==> src/osc_pkg.sv <==
// Constants and types shared by the oscillator select control block
// Function
// - Unlocked byte accepts exactly one following write
// - Current group field reports active clock source
// - Power-on loads both group fields from configuration
// - Completed switch copies new group to current
// - Clock failure forces current group to fast RC
// - Writable new group field holds switch target
// - Postscaler divides by 1, 4, 16, 64
// - Lock bit mirrors PLL lock state
// - Clock failure sets flag; software may clear
// - Bit one enables the secondary oscillator
// - Switch request bit held until switch completes
// - Unimplemented bits always read as zero
// - Four bit trim field tunes fast RC
// - Config bits 15-14 gate switching and monitor
// - Config bits 10-8 select power-on group
// - Config bits 4-0 select primary option
// - Power-on selects clock source from configuration
// - Clock failure also clears the switch request
// - Clearing request mid-switch aborts the transition
`default_nettype none

package osc_pkg;

  ////////////////////////////////////////////////////////////////////////////
  // Register byte addresses on the bus
  localparam logic [7:0] OSC_ADDR_CTRL = 8'h00;
  localparam logic [7:0] OSC_ADDR_TUNE = 8'h04;
  localparam logic [7:0] OSC_ADDR_CFG = 8'h08;

  ////////////////////////////////////////////////////////////////////////////
  // Unlock keys, low byte pair then high byte pair
  localparam logic [7:0] OSC_KEY_LO_FIRST = 8'h46;
  localparam logic [7:0] OSC_KEY_LO_SECOND = 8'h57;
  localparam logic [7:0] OSC_KEY_HI_FIRST = 8'h78;
  localparam logic [7:0] OSC_KEY_HI_SECOND = 8'h9a;

  ////////////////////////////////////////////////////////////////////////////
  // Control register field positions
  localparam int OSC_CUR_LSB = 12;
  localparam int OSC_NEW_LSB = 8;
  localparam int OSC_POST_LSB = 6;
  localparam int OSC_LOCK_BIT = 5;
  localparam int OSC_CF_BIT = 3;
  localparam int OSC_SEC_EN_BIT = 1;
  localparam int OSC_REQ_BIT = 0;

  // Configuration word field positions and implemented-bit mask
  localparam int OSC_CFG_SWMON_LSB = 14;
  localparam int OSC_CFG_GROUP_LSB = 8;
  localparam logic [23:0] OSC_CFG_MASK = 24'h00c71f;

  ////////////////////////////////////////////////////////////////////////////
  // Group codes
  localparam logic [2:0] OSC_GRP_SEC_XTAL = 3'h0;
  localparam logic [2:0] OSC_GRP_FAST_RC = 3'h1;
  localparam logic [2:0] OSC_GRP_LOW_RC = 3'h2;
  localparam logic [2:0] OSC_GRP_PRIMARY = 3'h3;
  localparam logic [2:0] OSC_GRP_PLL = 3'h7;

  // Reset values
  localparam logic [1:0] OSC_POST_RESET = 2'h0;
  localparam logic [3:0] OSC_TRIM_RESET = 4'h0;

  // Postscaler terminal counts (divide minus one)
  localparam logic [5:0] OSC_DIV1_LAST = 6'h00;
  localparam logic [5:0] OSC_DIV4_LAST = 6'h03;
  localparam logic [5:0] OSC_DIV16_LAST = 6'h0f;
  localparam logic [5:0] OSC_DIV64_LAST = 6'h3f;

  ////////////////////////////////////////////////////////////////////////////
  // Per-byte unlock sequencer state
  typedef enum logic [1:0] {
    OSC_LK_IDLE = 2'b00,
    OSC_LK_KEY1 = 2'b01,
    OSC_LK_OPEN = 2'b10
  } osc_lock_t;

endpackage

`default_nettype wire

==> src/osc_select_ctrl.sv <==
// Oscillator select control: protected control register, trim, config, postscaler
`timescale 1ns/1ps
`default_nettype none

module osc_select_ctrl (
  input wire logic sys_clk, // System clock, 200 MHz
  input wire logic reset_n, // Power-on / brown-out reset, async active low
  input wire logic wb_cyc_i, // Wishbone cycle
  input wire logic wb_stb_i, // Wishbone strobe
  input wire logic wb_we_i, // Wishbone write enable
  input wire logic [7:0] wb_adr_i, // Wishbone byte address
  input wire logic [3:0] wb_sel_i, // Wishbone byte selects
  input wire logic [31:0] wb_dat_i, // Wishbone write data
  output logic [31:0] wb_dat_o, // Wishbone read data
  output logic wb_ack_o, // Wishbone acknowledge
  input wire logic [23:0] cfg_fuse_word, // Non-volatile configuration word
  input wire logic pll_locked, // PLL lock level
  input wire logic clock_fail_detect, // Fail-safe monitor failure pulse
  input wire logic switch_done, // Analog switch finished pulse
  output logic [2:0] current_group, // Active oscillator group
  output logic [2:0] switch_target, // Requested group
  output logic switch_request, // Switch in progress
  output logic switch_abort, // One-cycle abort pulse
  output logic clock_fail_flag, // Sticky clock-fail flag
  output logic secondary_osc_enable, // 32 kHz oscillator enable
  output logic [3:0] rc_trim_field, // Fast RC trim code
  output logic [4:0] primary_option_config, // Option inside primary group
  output logic switch_enabled, // Clock switching allowed
  output logic failsafe_clock_monitor, // Fail-safe monitor enabled
  output logic postscaled_tick // One pulse per postscaled period
);

  ////////////////////////////////////////////////////////////////////////////
  // Postscaler select to terminal count (divide minus one)
  function automatic logic [5:0] post_last(input logic [1:0] sel);
    case (sel)
      2'b11: post_last = osc_pkg::OSC_DIV64_LAST;
      2'b10: post_last = osc_pkg::OSC_DIV16_LAST;
      2'b01: post_last = osc_pkg::OSC_DIV4_LAST;
      default: post_last = osc_pkg::OSC_DIV1_LAST;
    endcase
  endfunction

  // True when a bus write hits one byte lane of the control register alone
  function automatic logic lane_only(input logic [3:0] sel, input int lane);
    lane_only = (sel == (4'h1 << lane));
  endfunction

  ////////////////////////////////////////////////////////////////////////////
  // State
  logic ack_reg; // Bus acknowledge
  logic [31:0] rdata_reg; // Registered read data
  logic cfg_loaded_reg; // Config word captured after reset
  logic [23:0] config_reg; // Captured configuration word
  logic [2:0] current_reg; // Current group
  logic [2:0] new_reg; // New group
  logic [1:0] post_reg; // Postscaler select
  logic cf_reg; // Clock-fail flag
  logic sec_en_reg; // Secondary oscillator enable
  logic req_reg; // Switch request
  logic abort_reg; // Abort pulse
  logic [3:0] trim_reg; // Fast RC trim
  logic [5:0] post_cnt_reg; // Postscaler counter
  logic tick_reg; // Postscaler output tick

  ////////////////////////////////////////////////////////////////////////////
  // Bus decode
  wire access_fire = wb_cyc_i & wb_stb_i & ~ack_reg; // One per bus access
  wire wr_fire = access_fire & wb_we_i;
  wire hit_ctrl = (wb_adr_i == osc_pkg::OSC_ADDR_CTRL);
  wire hit_tune = (wb_adr_i == osc_pkg::OSC_ADDR_TUNE);
  wire hit_cfg = (wb_adr_i == osc_pkg::OSC_ADDR_CFG);

  ////////////////////////////////////////////////////////////////////////////
  // Per-byte unlock sequencers; lane 0 is the low byte, lane 1 the high byte
  logic [1:0] lane_wr; // Single-lane write to the control register
  logic [1:0] lane_open; // Unlock window open on this lane
  logic [7:0] lane_data [2]; // Write data of each lane

  genvar g;
  generate
    for (g = 0; g < 2; g++) begin : g_lock
      localparam logic [7:0] KEY_FIRST = (g == 0) ? osc_pkg::OSC_KEY_LO_FIRST : osc_pkg::OSC_KEY_HI_FIRST;
      localparam logic [7:0] KEY_SECOND = (g == 0) ? osc_pkg::OSC_KEY_LO_SECOND : osc_pkg::OSC_KEY_HI_SECOND;
      osc_pkg::osc_lock_t lock_reg; // Sequencer state
      osc_pkg::osc_lock_t lock_next; // Next state

      assign lane_data[g] = wb_dat_i[8*g +: 8];
      assign lane_wr[g] = wr_fire & hit_ctrl & lane_only(wb_sel_i, g);
      assign lane_open[g] = (lock_reg == osc_pkg::OSC_LK_OPEN);

      // Every bus access advances the sequencer, so any access between the
      // two keys other than a repeated first key, or after the window, drops back to idle
      always_comb begin
        lock_next = lock_reg;
        if (access_fire) begin
          case (lock_reg)
            osc_pkg::OSC_LK_IDLE: begin
              lock_next = (lane_wr[g] && lane_data[g] == KEY_FIRST) ? osc_pkg::OSC_LK_KEY1
                                                                     : osc_pkg::OSC_LK_IDLE;
            end
            osc_pkg::OSC_LK_KEY1: begin
              if (lane_wr[g] && lane_data[g] == KEY_SECOND) begin
                lock_next = osc_pkg::OSC_LK_OPEN;
              end else if (lane_wr[g] && lane_data[g] == KEY_FIRST) begin
                lock_next = osc_pkg::OSC_LK_KEY1; // Restarted sequence
              end else begin
                lock_next = osc_pkg::OSC_LK_IDLE;
              end
            end
            osc_pkg::OSC_LK_OPEN: begin
              lock_next = osc_pkg::OSC_LK_IDLE; // Window lasts one access only
            end
            default: begin
              lock_next = osc_pkg::OSC_LK_IDLE;
            end
          endcase
        end
      end

      // Sequencer register
      always_ff @(posedge sys_clk or negedge reset_n) begin
        if (!reset_n) begin
          lock_reg <= osc_pkg::OSC_LK_IDLE;
        end else begin
          lock_reg <= lock_next;
        end
      end
    end
  endgenerate

  ////////////////////////////////////////////////////////////////////////////
  // Control register next-state logic
  wire lo_wr_ok = lane_wr[0] & lane_open[0]; // Only inside the window
  wire hi_wr_ok = lane_wr[1] & lane_open[1];
  wire [7:0] lo_data = lane_data[0];
  wire [7:0] hi_data = lane_data[1];

  // Configuration decode: 1x disables both, 01 switching only, 00 both
  wire sw_en = ~config_reg[osc_pkg::OSC_CFG_SWMON_LSB + 1];
  wire failsafe_clock_monitor_en = (config_reg[osc_pkg::OSC_CFG_SWMON_LSB +: 2] == 2'b00);

  // Monitor events are ignored until the config word has been captured
  wire fail_evt = clock_fail_detect & failsafe_clock_monitor_en & cfg_loaded_reg;
  wire done_evt = req_reg & switch_done & ~fail_evt;

  wire [2:0] current_next = fail_evt ? osc_pkg::OSC_GRP_FAST_RC :
                            done_evt ? new_reg : current_reg;
  wire [2:0] new_next = hi_wr_ok ? hi_data[2:0] : new_reg;
  wire [1:0] post_next = lo_wr_ok ? lo_data[osc_pkg::OSC_POST_LSB +: 2] : post_reg;
  wire sec_en_next = lo_wr_ok ? lo_data[osc_pkg::OSC_SEC_EN_BIT] : sec_en_reg;

  // Software can only clear the flag; a failure in the same cycle wins
  wire cf_next = fail_evt | (lo_wr_ok ? (cf_reg & lo_data[osc_pkg::OSC_CF_BIT]) : cf_reg);

  // Request: failure clears, software sets or clears, completion clears.
  // With switching disabled a set is refused so the bit never sticks.
  logic req_next;
  always_comb begin
    if (fail_evt) begin
      req_next = 1'b0;
    end else if (lo_wr_ok) begin
      req_next = lo_data[osc_pkg::OSC_REQ_BIT] & sw_en;
    end else if (done_evt) begin
      req_next = 1'b0;
    end else begin
      req_next = req_reg;
    end
  end

  // Software clearing a live request aborts the transition
  wire abort_next = req_reg & ~req_next & ~done_evt & ~fail_evt;

  ////////////////////////////////////////////////////////////////////////////
  // Configuration capture and control register
  // The fuse word is a port, so it is caught on the first edge after release
  // rather than under the asynchronous reset
  always_ff @(posedge sys_clk or negedge reset_n) begin
    if (!reset_n) begin
      cfg_loaded_reg <= 1'b0;
      config_reg <= 24'h000000;
      current_reg <= osc_pkg::OSC_GRP_FAST_RC;
      new_reg <= osc_pkg::OSC_GRP_FAST_RC;
    end else if (!cfg_loaded_reg) begin
      cfg_loaded_reg <= 1'b1;
      config_reg <= cfg_fuse_word & osc_pkg::OSC_CFG_MASK;
      current_reg <= cfg_fuse_word[osc_pkg::OSC_CFG_GROUP_LSB +: 3];
      new_reg <= cfg_fuse_word[osc_pkg::OSC_CFG_GROUP_LSB +: 3];
    end else begin
      current_reg <= current_next;
      new_reg <= new_next;
    end
  end

  // Remaining control bits
  always_ff @(posedge sys_clk or negedge reset_n) begin
    if (!reset_n) begin
      post_reg <= osc_pkg::OSC_POST_RESET;
      cf_reg <= 1'b0;
      sec_en_reg <= 1'b0;
      req_reg <= 1'b0;
      abort_reg <= 1'b0;
    end else begin
      post_reg <= post_next;
      cf_reg <= cf_next;
      sec_en_reg <= sec_en_next;
      req_reg <= req_next;
      abort_reg <= abort_next;
    end
  end

  ////////////////////////////////////////////////////////////////////////////
  // Tuning register: unprotected, low byte lane carries the field
  wire trim_wr = wr_fire & hit_tune & wb_sel_i[0];
  wire [3:0] trim_next = trim_wr ? wb_dat_i[3:0] : trim_reg;

  always_ff @(posedge sys_clk or negedge reset_n) begin
    if (!reset_n) begin
      trim_reg <= osc_pkg::OSC_TRIM_RESET;
    end else begin
      trim_reg <= trim_next;
    end
  end

  ////////////////////////////////////////////////////////////////////////////
  // Postscaler: free-running counter, one tick per divided period.
  // Shrinking the ratio mid-count wraps at the next terminal compare.
  wire [5:0] post_end = post_last(post_reg);
  wire post_wrap = (post_cnt_reg >= post_end);
  wire [5:0] post_cnt_next = post_wrap ? 6'h00 : post_cnt_reg + 6'h01;

  always_ff @(posedge sys_clk or negedge reset_n) begin
    if (!reset_n) begin
      post_cnt_reg <= 6'h00;
      tick_reg <= 1'b0;
    end else begin
      post_cnt_reg <= post_cnt_next;
      tick_reg <= post_wrap;
    end
  end

  ////////////////////////////////////////////////////////////////////////////
  // Read data; unimplemented bits are built as zero
  wire [31:0] ctrl_view = {16'h0000, 1'b0, current_reg, 1'b0, new_reg, post_reg,
                           pll_locked, 1'b0, cf_reg, 1'b0, sec_en_reg, req_reg};
  wire [31:0] tune_view = {28'h0000000, trim_reg};
  wire [31:0] cfg_view = {8'h00, config_reg};
  wire [31:0] rdata_next = hit_ctrl ? ctrl_view :
                           hit_tune ? tune_view :
                           hit_cfg ? cfg_view : 32'h00000000; // Unmapped reads zero

  // Bus acknowledge: one cycle after the request, dropped the cycle after
  always_ff @(posedge sys_clk or negedge reset_n) begin
    if (!reset_n) begin
      ack_reg <= 1'b0;
      rdata_reg <= 32'h00000000;
    end else begin
      ack_reg <= access_fire;
      rdata_reg <= access_fire ? rdata_next : rdata_reg;
    end
  end

  ////////////////////////////////////////////////////////////////////////////
  // Outputs
  assign wb_ack_o = ack_reg;
  assign wb_dat_o = rdata_reg;
  assign current_group = current_reg;
  assign switch_target = new_reg;
  assign switch_request = req_reg;
  assign switch_abort = abort_reg;
  assign clock_fail_flag = cf_reg;
  assign secondary_osc_enable = sec_en_reg;
  assign rc_trim_field = trim_reg;
  assign primary_option_config = config_reg[4:0];
  assign switch_enabled = sw_en;
  assign failsafe_clock_monitor = failsafe_clock_monitor_en;
  assign postscaled_tick = tick_reg;

endmodule

`default_nettype wire

==> config.mk <==
export PLATFORM = sky130hd
export DESIGN_NAME = osc_select_ctrl
export DESIGN_NICKNAME = d
export VERILOG_FILES = /design/src/osc_pkg.sv /design/src/osc_select_ctrl.sv
export SDC_FILE = /design/constraint.sdc
export NUM_CORES = 1
export LEC_CHECK = 0
export ABC_AREA = 0
export BUFFER_PORTS_ARGS = -buffer_cell sky130_fd_sc_hd__buf_4
export CORE_UTILIZATION = 42
export CTS_CLUSTER_DIAMETER = 60
export DETAILED_ROUTE_END_ITERATION = 10
export GPL_ROUTABILITY_DRIVEN = 0
export GPL_TIMING_DRIVEN = 0
export PLACE_DENSITY = 0.76
export SYNTH_ARGS = -nofsm -noshare
export SYNTH_HDL_FRONTEND = slang
export SYNTH_SLANG_ARGS = --single-unit
==> constraint.sdc <==
create_clock -name sys_clk -period 1.85 [get_ports sys_clk]
set_input_delay 0 -clock sys_clk [delete_from_list [all_inputs] [get_ports sys_clk]]
set_output_delay 0 -clock sys_clk [all_outputs]
set_load 0.005 [all_outputs]
==> out/metrics.csv, run 1 <==
metric;value;unit
status;finished clean;
dominantRegCellSynth;dfrtp_1;
synth_edf_count;0;
synthCells;270;
timing.hold.ws;0.05030;ns
timing.fmax;558.9;MHz
cts_tree;done;
drt_iter0_markers;95;
crit_arrival;1.99;ns
grt_pass1_wl;11330;um
place_area;3540;um^2
final_area;3910;um^2
core;6350;um^2
numCtsBuffers;5;
post_drt_wl_per_cell;13.86;um
internal-power;0.001758;W
die_w;83.18;um
grt_pass1_vias;2390;
via_per_inst;4.910;
drv_cap;0;
leakagePower;1.925;nW
skew;0.005570;ns
ant_nets;0;
vias;2357;
htree_levels;2;
die-area;6918;um^2
insertion_delay;0.30;ns
wl;6655;um
cp-start-kind;register;
hold_viol;0;
overflow;0;
num_rows;29;
antenna_cells;0;
p_seq_share;54.8;%
grt_max_degree;55;
finalMaxSlewViolations;0;
setup_viol;0;
chipHeight;83.18;um
synth_area_leader_cell;dfrtp_1;
dpl.hpwl;4914;um
area_delta_synth_final;41.27;%
p_sw_share;25.05;%
grt_usage;20.46;%
floorplan.initialDensity;43.59;%
syn_avg_cell_area;10.25;um^2
firstDrtPassIters;4;
switching_power;0.0005876;W
fillers;559;
antenna_found_initial;0;
portBuffers;82;
final_nets;485;
path_clk_slew;0.09;ns
fin_crit;1.789;ns
largest_reg_flops;15;
yosysTopAreaCellShare;47.02;%
setup_ws;0.06069;ns
fin_util;61.58;%
pre_cts_ws;-0.2004;ns
ys_seq_area_share;48.92;%
async_reset_ff_share;100.0;%
tightestPinTransition;0.6778;ns
drc;0;
worstSetupPathType;register to register;
cts_buffer_depth;2;
p_per_area;599.8;nW/um^2
crit_required;2.06;ns
critPathCaptureType;register;
critPathMaxFanout;3;
hp-class;primary input to register;
clkPwrFrac;27.1;%
combPwrFrac;18.1;%
synthTopCellsByArea;dfrtp_1, buf_4, mux2_2;
relSlewSlack;54.82;%
ys_ff_latch;54;
ys_types;46;
root_buffer;clkbuf_8;
cts.sinks;54;
finalCritPeriodShare;96.72;%
yosysWarnings;0;
max-vdd-ir-drop;441.6;uV
drive_gt1_share;36.48;%
io_pins;131;
netlist_area;2768;um^2
-- cells by family (layout without fill, tap and decap cells) --
| group | Yosys count | in the layout | share of synthesized area [%] |
|---|---|---|---|
| multiplexers | 18 | 18 | 7.143 |
| AND/OR/NAND/NOR | 115 | 115 | 22.88 |
| other | 2 | 18 | 0.2713 |
| adder cells (fa/ha/maj) | 7 | 7 | 3.164 |
| XOR/XNOR | 4 | 4 | 1.266 |
| AO/OA/AOI/OAI | 34 | 34 | 8.228 |
| flip-flops | 54 | 54 | 48.92 |
| buffers and inverters | 36 | 153 | 8.138 |
-- placed cells by master (no fill, tap or decap), drive strengths merged, types with 3 or more instances in the layout --
master,Yosys,routed
dlygate4sd3,0,26
nor2b,4,4
dfrtp,52,52
mux2i,4,4
o21ai,9,9
nand3,20,20
o31ai,3,3
mux2,14,14
inv,7,7
a21oi,6,6
a221oi,4,4
nor4,3,3
nand4,3,3
nor2,30,30
nand2b,4,4
a21o,3,3
clkbuf,4,12
a31oi,5,5
buf,25,108
conb,2,18
nand2,36,36
ha,7,7
-- repair_timing --
item,4_1_cts,5_1_grt
hold buffers,26,0
endpoints found under the setup margin,7,11
pin swaps,1,2
gates resized for setup,1,5
endpoints found under the hold margin,78,0
buffers inserted,0,1
-- Yosys cell counts (2+ instances only) --
| cell type | number |
|---|---|
| a21o_1 | 3 |
| a21oi_1 | 6 |
| a221oi_1 | 4 |
| a31oi_1 | 5 |
| buf_1 | 2 |
| buf_4 | 22 |
| clkbuf_1 | 4 |
| conb_1 | 2 |
| dfrtp_1 | 52 |
| dfstp_2 | 2 |
| ha_1 | 7 |
| inv_1 | 7 |
| mux2_2 | 14 |
| mux2i_1 | 4 |
| nand2_1 | 36 |
| nand2b_1 | 4 |
| nand3_1 | 20 |
| nand4_1 | 2 |
| nor2_1 | 30 |
| nor2b_1 | 4 |
| nor4_4 | 2 |
| nor4bb_1 | 2 |
| o21ai_0 | 8 |
| o31ai_1 | 2 |
| or3b_2 | 2 |
| or4_4 | 2 |
| xnor2_1 | 2 |
| xor2_1 | 2 |
-- final timing paths --
kind / startpoint / end / slack [ns] / cells after the start
worst max-delay path: wb_ack_o$_DFF_PN0_ / g_lock[0].lock_reg[0]$_DFFE_PN0N_ / 0.06 / 4
worst min-delay path: wb_adr_i[7] / wb_dat_o[2]$_DFFE_PN0N_ / 0.05 / 4
worst max register to register: wb_ack_o$_DFF_PN0_ / g_lock[0].lock_reg[0]$_DFFE_PN0N_ / 0.06 / 4
worst min register to register: wb_dat_o[13]$_DFFE_PN0N_ / wb_dat_o[13]$_DFFE_PN0N_ / 0.48 / 2
max in group asynchronous: reset_n / wb_dat_o[9]$_DFFE_PN0N_ / 1.12 / 2
min in group asynchronous: reset_n / rc_trim_field[1]$_DFFE_PN0P_ / 0.28 / 2
-- metal layers --
| metal | up-vias | wire length (um) | GRT usage (%) |
|---|---|---|---|
| li1 | 1168 | - | - |
| met1 | 1104 | 2955 | 27.34 |
| met2 | 78 | 3282 | 34.65 |
| met3 | 7 | 347 | 3.479 |
| met4 | 0 | 70 | 5.016 |
| met5 | - | 0 | 0 |
-- area by class of cell --
type	instances	area [um^2]	share of cell area (%)
sequential	54	1354	34.62
multi-input combinational	196	1270	32.48
timing repair buffer	109	883.3	22.59
buffer	29	200.2	5.120
tap	77	96.34	2.464
clock buffer	8	80.08	2.048
inverter	7	26.28	0.6720
-- metrics by stage --
stage / total power (W) / std cells / TNS, ns
floorplan: 0.001462 / 286 / 0
global placement: 0.001682 / 445 / -0.6664
detailed placement: 0.001691 / 445 / -1.146
CTS: 0.002366 / 479 / 0
global route: 0.002457 / 480 / -0.001541
finish: 0.002345 / 480 / 0
-- power by group through the flow --
stage | clock network (W) | logic (W) | registers (W)
after CTS | 0.000656 | 0.000424 | 0.00129
after floorplan | 0 | 0.000163 | 0.00130
after detailed placement | 0 | 0.000382 | 0.00131
after global placement | 0 | 0.000376 | 0.00131
after global routing | 0.000695 | 0.000467 | 0.00130
final | 0.000636 | 0.000423 | 0.00129
-- critical path, cell delays in order, from the launching register on --
cell and delay (ns):
dfrtp_1 0.41, and4bb_2 0.35, nand4_2 0.17, or4_4 0.56, o31ai_2 0.20
No activity file was read; power rests on OpenSTA's default activity.
==> inputs of run 2 (changes only) <==
--- a/config.mk
+++ b/config.mk
@@ -13,6 +13,8 @@
 export GPL_ROUTABILITY_DRIVEN = 0
 export GPL_TIMING_DRIVEN = 0
 export PLACE_DENSITY = 0.76
+export RECOVER_POWER = 25
+export REMOVE_ABC_BUFFERS = 1
 export SYNTH_ARGS = -nofsm -noshare
 export SYNTH_HDL_FRONTEND = slang
 export SYNTH_SLANG_ARGS = --single-unit
==> run 2 against run 1 <==
Against the previous run:
- register-to-register slack gained 0.05 ns
- non-clock buffer count shrank 25
- clock power grew 8.0%
- sequential power is essentially flat
- count of clock-buffer cells in the layout shrank 2
- via count shrank 2.8%
- highest routed layer unchanged
- critical endpoint unchanged
- fmax grew 2.7%
- combinational power shrank 12%
- sequential share of layout area grew 1.5 points
- final cell count shrank 5.2%
- utilization shrank 2.6 points
==> out/metrics.csv, run 2 (synthesized netlist as in run 1, its figures left out) <==
metric;value;unit;change
post_drt_wl_per_cell;14.25;um;was 13.86 um
ant_nets;0;;unchanged
antenna_cells;0;;unchanged
firstDrtPassIters;4;;unchanged
vias;2292;;was 2357
grtUsageMet2;32.56;%;was 34.65%
setup_ws;0.1075;ns;was 0.06069 ns
grtUsageMet3;4.076;%;was 3.479%
grt_pass1_vias;2289;;was 2390
pre_cts_ws;-0.2605;ns;was -0.2004 ns
largest_reg_flops;15;;unchanged
finalCritPeriodShare;94.19;%;was 96.72%
tns;0;ns;unchanged
grt_pass1_wl;10980;um;was 11330 um
drive_gt1_share;34.13;%;was 36.48%
num_rows;29;;unchanged
critPathCaptureType;register;;unchanged
fillers;563;;was 559
cts_buffer_depth;2;;unchanged
insertion_delay;0.31;ns;was 0.30 ns
core;6350;um^2;unchanged
root_buffer;clkbuf_8;;unchanged
crit_required;2.07;ns;was 2.06 ns
skew;0.003540;ns;was 0.005570 ns
portBuffers;83;;was 82
final_common_cell;buf_4;;unchanged
tightestPinTransition;1.316;ns;was 0.6778 ns
cp-start-kind;register;;unchanged
die_w;83.18;um;unchanged
via_per_inst;5.037;;was 4.910
floorplan.initialDensity;43.59;%;unchanged
finalMaxSlewViolations;0;;unchanged
area_delta_synth_final;35.40;%;was 41.27%
die-area;6918;um^2;unchanged
setup_viol;0;;unchanged
status;finished clean;;unchanged
timing.fmax;573.9;MHz;was 558.9 MHz
max-vdd-ir-drop;372.3;uV;was 441.6 uV
path_clk_slew;0.09;ns;about the same
cts.sinks;54;;unchanged
hp-class;primary input to register;;unchanged
p_per_area;627.0;nW/um^2;was 599.8 nW/um^2
hold_viol;0;;unchanged
use_met1;25.87;%;was 27.34%
drc;0;;unchanged
grt_busiest_layer;met2;;unchanged
wl;6485;um;was 6655 um
numCtsBuffers;5;;unchanged
io_pins;131;;unchanged
dpl.hpwl;4626;um;was 4914 um
final_nets;460;;was 485
grt_usage;19.66;%;was 20.46%
overflow;0;;unchanged
htree_levels;2;;unchanged
critPathMaxFanout;3;;unchanged
final_cell_mix;buf_4, dfrtp_1, nand2_1;;unchanged
grt_max_degree;55;;unchanged
worstSetupPathType;register to register;;unchanged
relSlewSlack;12.29;%;was 54.82%
drt_iter0_markers;100;;was 95
crit_arrival;1.97;ns;was 1.99 ns
antenna_found_initial;0;;unchanged
chipHeight;83.18;um;unchanged
drv_cap;0;;unchanged
fin_crit;1.743;ns;was 1.789 ns
leakagePower;1.805;nW;was 1.925 nW
cts_tree;done;;unchanged
run 2: cell count changes in the layout (fill, tap and decap cells not counted), sizes merged:
cell | before | now
dlygate4sd3 | 26 | 27
clkinv | 0 | 1
clkinvlp | 0 | 2
inv | 7 | 6
buf | 108 | 82
clkbuf | 12 | 10
run 2: timing repair:
action / 4_1_cts / 5_1_grt
resized for setup: 2 / 2
setup buffers: 2 / 1
hold buffers: 27 / 0
pin swaps: 0 / 1
endpoints found under the setup margin: 11 / 10
hold endpoints to repair: 78 / 0
run 2: path summary, 6_finish.rpt:
check                                               from                                end  slack (ns)  depth (start not counted)
worst max-delay path                  wb_ack_o$_DFF_PN0_  g_lock[0].lock_reg[0]$_DFFE_PN0N_        0.11                          4
worst min-delay path                         wb_adr_i[7]            wb_dat_o[2]$_DFFE_PN0N_        0.02                          4
worst max register to register        wb_ack_o$_DFF_PN0_  g_lock[0].lock_reg[0]$_DFFE_PN0N_        0.11                          4
worst min register to register  wb_dat_o[13]$_DFFE_PN0N_           wb_dat_o[13]$_DFFE_PN0N_        0.47                          2
max in group asynchronous                        reset_n       switch_target[1]$_DFFE_PN0P_        0.55                          2
min in group asynchronous                        reset_n          post_cnt_reg[3]$_DFF_PN0_        0.51                          2
run 2: critical path: stages (launching register included):
cell	delay (ns)
dfrtp_1	0.41
and4bb_2	0.35
nand4_2	0.16
or4_4	0.56
o31ai_2	0.18
run 2: stage by stage:
stage,area (um^2),hold slack (ns),power (W),cells,util (%)
5_1_grt,3747,0.03566,0.002477,455,59.01
4_1_cts,3737,0.01404,0.002385,454,58.86
3_5_place_dp,3348,0.08449,0.001640,417,52.73
2_1_floorplan,2629,-0.2956,0.001413,257,-
3_3_place_gp,3348,0.08124,0.001632,417,52.73
6_report,3747,0.02403,0.002350,455,59.01
run 2: layer usage:
layer  wire (um)  vias up  share of wire [%]
met4          94        0                1.4
met1        2883     1097                 44
met5           0        -                  0
met2        3177       77                 49
met3         330        9                5.1
li1            -     1109                  -
run 2: layout make-up:
class                   count  area, um^2  area share [%]
inverters                   7       30.03          0.8013
repair buffers            113       913.4           24.37
flip-flops and latches     54        1354           36.13
clock buffers               6       82.58           2.204
well taps                  77       96.34           2.571
clock inverters             2       12.51          0.3339
multi-input cells         196        1259           33.59
run 2: where the power goes:
| part | leakage, nW | switching, W | internal (W) |
|---|---|---|---|
| clock | 0.0472 | 0.000385 | 0.000302 |
| sequential | 0.694 | 0.0000533 | 0.00124 |
| combinational | 1.06 | 0.000157 | 0.000214 |
==> inputs of run 3 (changes only) <==
--- a/config.mk
+++ b/config.mk
@@ -6,7 +6,7 @@
 export NUM_CORES = 1
 export LEC_CHECK = 0
 export ABC_AREA = 0
-export BUFFER_PORTS_ARGS = -buffer_cell sky130_fd_sc_hd__buf_4
+export BUFFER_PORTS_ARGS = -buffer_cell sky130_fd_sc_hd__clkbuf_2
 export CORE_UTILIZATION = 42
 export CTS_CLUSTER_DIAMETER = 60
 export DETAILED_ROUTE_END_ITERATION = 10
==> constraint.sdc (replaced) <==
create_clock -name sys_clk -period 1.51 [get_ports sys_clk]
set_input_delay 0 -clock sys_clk [delete_from_list [all_inputs] [get_ports sys_clk]]
set_output_delay 0 -clock sys_clk [all_outputs]
set_load 0.005 [all_outputs]
==> run 3 against run 2 <==
Against the previous run:
- critical endpoint is now post_reg[1]$_DFFE_PN0N_
- setup slack got worse by 0.25 ns
- highest routed layer unchanged
- clock skew grew 0.0044 ns
- hold slack gained 0.018 ns
- design area up 0.90%
- the run now ends with negative setup slack left
==> out/metrics.csv, run 3 (synthesized netlist as in run 1, its figures left out) <==
metric;value;unit;change
portBuffers;83;;unchanged
firstDrtPassIters;4;;unchanged
fillers;556;;was 563
layout.cells.non_filler;465;;was 455
rr_startpoint;wb_ack_o$_DFF_PN0_;;unchanged
via_per_inst;5.037;;about the same
critPathCaptureType;register;;unchanged
drc;0;;unchanged
hold_viol;0;;unchanged
cts_tree;done;;unchanged
fin_crit;1.648;ns;was 1.743 ns
overflow;0;;unchanged
rsz0062_at_grt;true;;
htree_levels;2;;unchanged
critPathMaxFanout;4;;was 3
final_area;3781;um^2;was 3747 um^2
hold_depth;5;;was 4
cts.sinks;54;;unchanged
final_cell_mix;clkbuf_2, dfrtp_1, nand2_1;;was buf_4, dfrtp_1, nand2_1
dp.cells;417;;unchanged
relSlewSlack;53.10;%;was 12.29%
core;6350;um^2;unchanged
root_buffer;clkbuf_8;;unchanged
skew;0.007971;ns;was 0.003540 ns
largest_reg_flops;15;;unchanged
grt_usage;20.65;%;was 19.66%
met1_length;2968;um;was 2883 um
floorplan.initialDensity;43.59;%;unchanged
io_pins;131;;unchanged
dpl.hpwl;4555;um;was 4626 um
status;complete, but fails checks;;was finished clean
chipHeight;83.18;um;unchanged
setup_viol;17;;was 0
max-vdd-ir-drop;387.1;uV;was 372.3 uV
tightestPinTransition;0.7035;ns;was 1.316 ns
final_nets;470;;was 460
antenna_found_initial;0;;unchanged
drt_iter0_markers;110;;was 100
place_area;3141;um^2;was 3348 um^2
violations;negative setup slack;;
finalCritPeriodShare;109.1;%;was 94.19%
die_w;83.18;um;unchanged
leakagePower;1.864;nW;was 1.805 nW
vias;2342;;was 2292
cts_buffer_depth;2;;unchanged
grt_pass1_vias;2346;;was 2289
insertion_delay;0.31;ns;about the same
p_per_area;734.4;nW/um^2;was 627.0 nW/um^2
holdPathEnd;g_lock[1].lock_reg[0]$_DFFE_PN0N_;;was wb_dat_o[2]$_DFFE_PN0N_
hold_start;wb_dat_i[11];;was wb_adr_i[7]
highest_layer;met4;;unchanged
post_drt_wl_per_cell;14.46;um;was 14.25 um
grt_max_degree;55;;unchanged
crit_arrival;1.84;ns;was 1.97 ns
met2_length;3339;um;was 3177 um
area_delta_synth_final;36.62;%;was 35.40%
setup_ws;-0.1380;ns;was 0.1075 ns
numCtsBuffers;5;;unchanged
drive_gt1_share;40.21;%;was 34.13%
antenna_cells;0;;unchanged
worstSetupPathType;register to register;;unchanged
finalMaxSlewViolations;0;;unchanged
num_rows;29;;unchanged
wl_met3;327;um;was 330 um
ant_nets;0;;unchanged
r2r_slack;-0.14;ns;was 0.11 ns
cp-start-kind;register;;unchanged
r2r_cells;5;;was 4
grt_pass1_wl;11430;um;was 10980 um
wl;6726;um;was 6485 um
path_clk_slew;0.09;ns;about the same
hp-class;primary input to register;;unchanged
timing.fmax;606.8;MHz;was 573.9 MHz
crit_required;1.70;ns;was 2.07 ns
r2r-end;post_reg[1]$_DFFE_PN0N_;;was g_lock[0].lock_reg[0]$_DFFE_PN0N_
die-area;6918;um^2;unchanged
drv_cap;0;;unchanged
final_common_cell;clkbuf_2;;was buf_4
==> run 3: final cells by class <==
cell class | instances | area (um^2) | share of cell area, %
multi-input cells | 196 | 1403 | 37.09
flip-flops and latches | 54 | 1355 | 35.84
clock buffers | 7 | 76.32 | 2.019
clock inverters | 1 | 7.507 | 0.1985
repair buffers | 123 | 813.3 | 21.51
well taps | 77 | 96.34 | 2.548
inverters | 7 | 30.03 | 0.7942
==> run 3: worst max-delay path, cell delays in order (launching register included) <==
cell	delay (ns)
dfrtp_1	0.40
and4bb_2	0.35
nand4_4	0.12
buf_6	0.16
nor2_4	0.17
mux2_4	0.33
==> run 3: report_power, final <==
| part | internal [W] | switching, W |
|---|---|---|
| registers | 0.00152 | 0.0000627 |
| clock network | 0.000329 | 0.000461 |
| logic | 0.000208 | 0.000198 |
==> run 3: timing repair <==
action,CTS,global route
pin swaps,12,10
setup buffers,10,2
hold endpoints to repair,26,26
setup endpoints to repair,37,29
hold buffers,26,1
resized for setup,24,22
==> run 3: stage by stage <==
stage          power, W  utilization, %  hold WS (ns)  setup TNS [ns]  worst slack (ns)
4_1_cts        0.002797           57.75       0.02879          -1.134           -0.1488
6_report       0.002777           59.55       0.04186          -1.452           -0.1380
3_5_place_dp   0.001944           49.46        0.2090          -9.654           -0.5905
5_1_grt        0.002924           59.55       0.05913          -2.709           -0.1921
3_3_place_gp   0.001934           49.46        0.2030          -8.508           -0.5692
2_1_floorplan  0.001731               -       -0.2956          -2.593           -0.2127
==> run 3: how the worst max path moves through the flow <==
| stage | startpoint | endpoint | cells past startpoint |
|---|---|---|---|
| 2_1_floorplan | post_reg[0]$_DFFE_PN0N_ | post_cnt_reg[2]$_DFF_PN0_ | 7 |
| 3_3_place_gp | wb_ack_o$_DFF_PN0_ | rc_trim_field[3]$_DFFE_PN0P_ | 4 |
| 3_5_place_dp | wb_ack_o$_DFF_PN0_ | rc_trim_field[1]$_DFFE_PN0P_ | 4 |
| 4_1_cts | wb_ack_o$_DFF_PN0_ | g_lock[0].lock_reg[0]$_DFFE_PN0N_ | 4 |
| 5_1_grt | wb_ack_o$_DFF_PN0_ | g_lock[0].lock_reg[0]$_DFFE_PN0N_ | 4 |
| 6_report | wb_ack_o$_DFF_PN0_ | post_reg[1]$_DFFE_PN0N_ | 5 |
==> run 3: per-layer routing <==
metal,vias to the layer above,GRT usage (%)
met1,1115,25.61
met4,0,5.643
met3,11,4.374
met5,-,0
li1,1135,-
met2,81,36.29
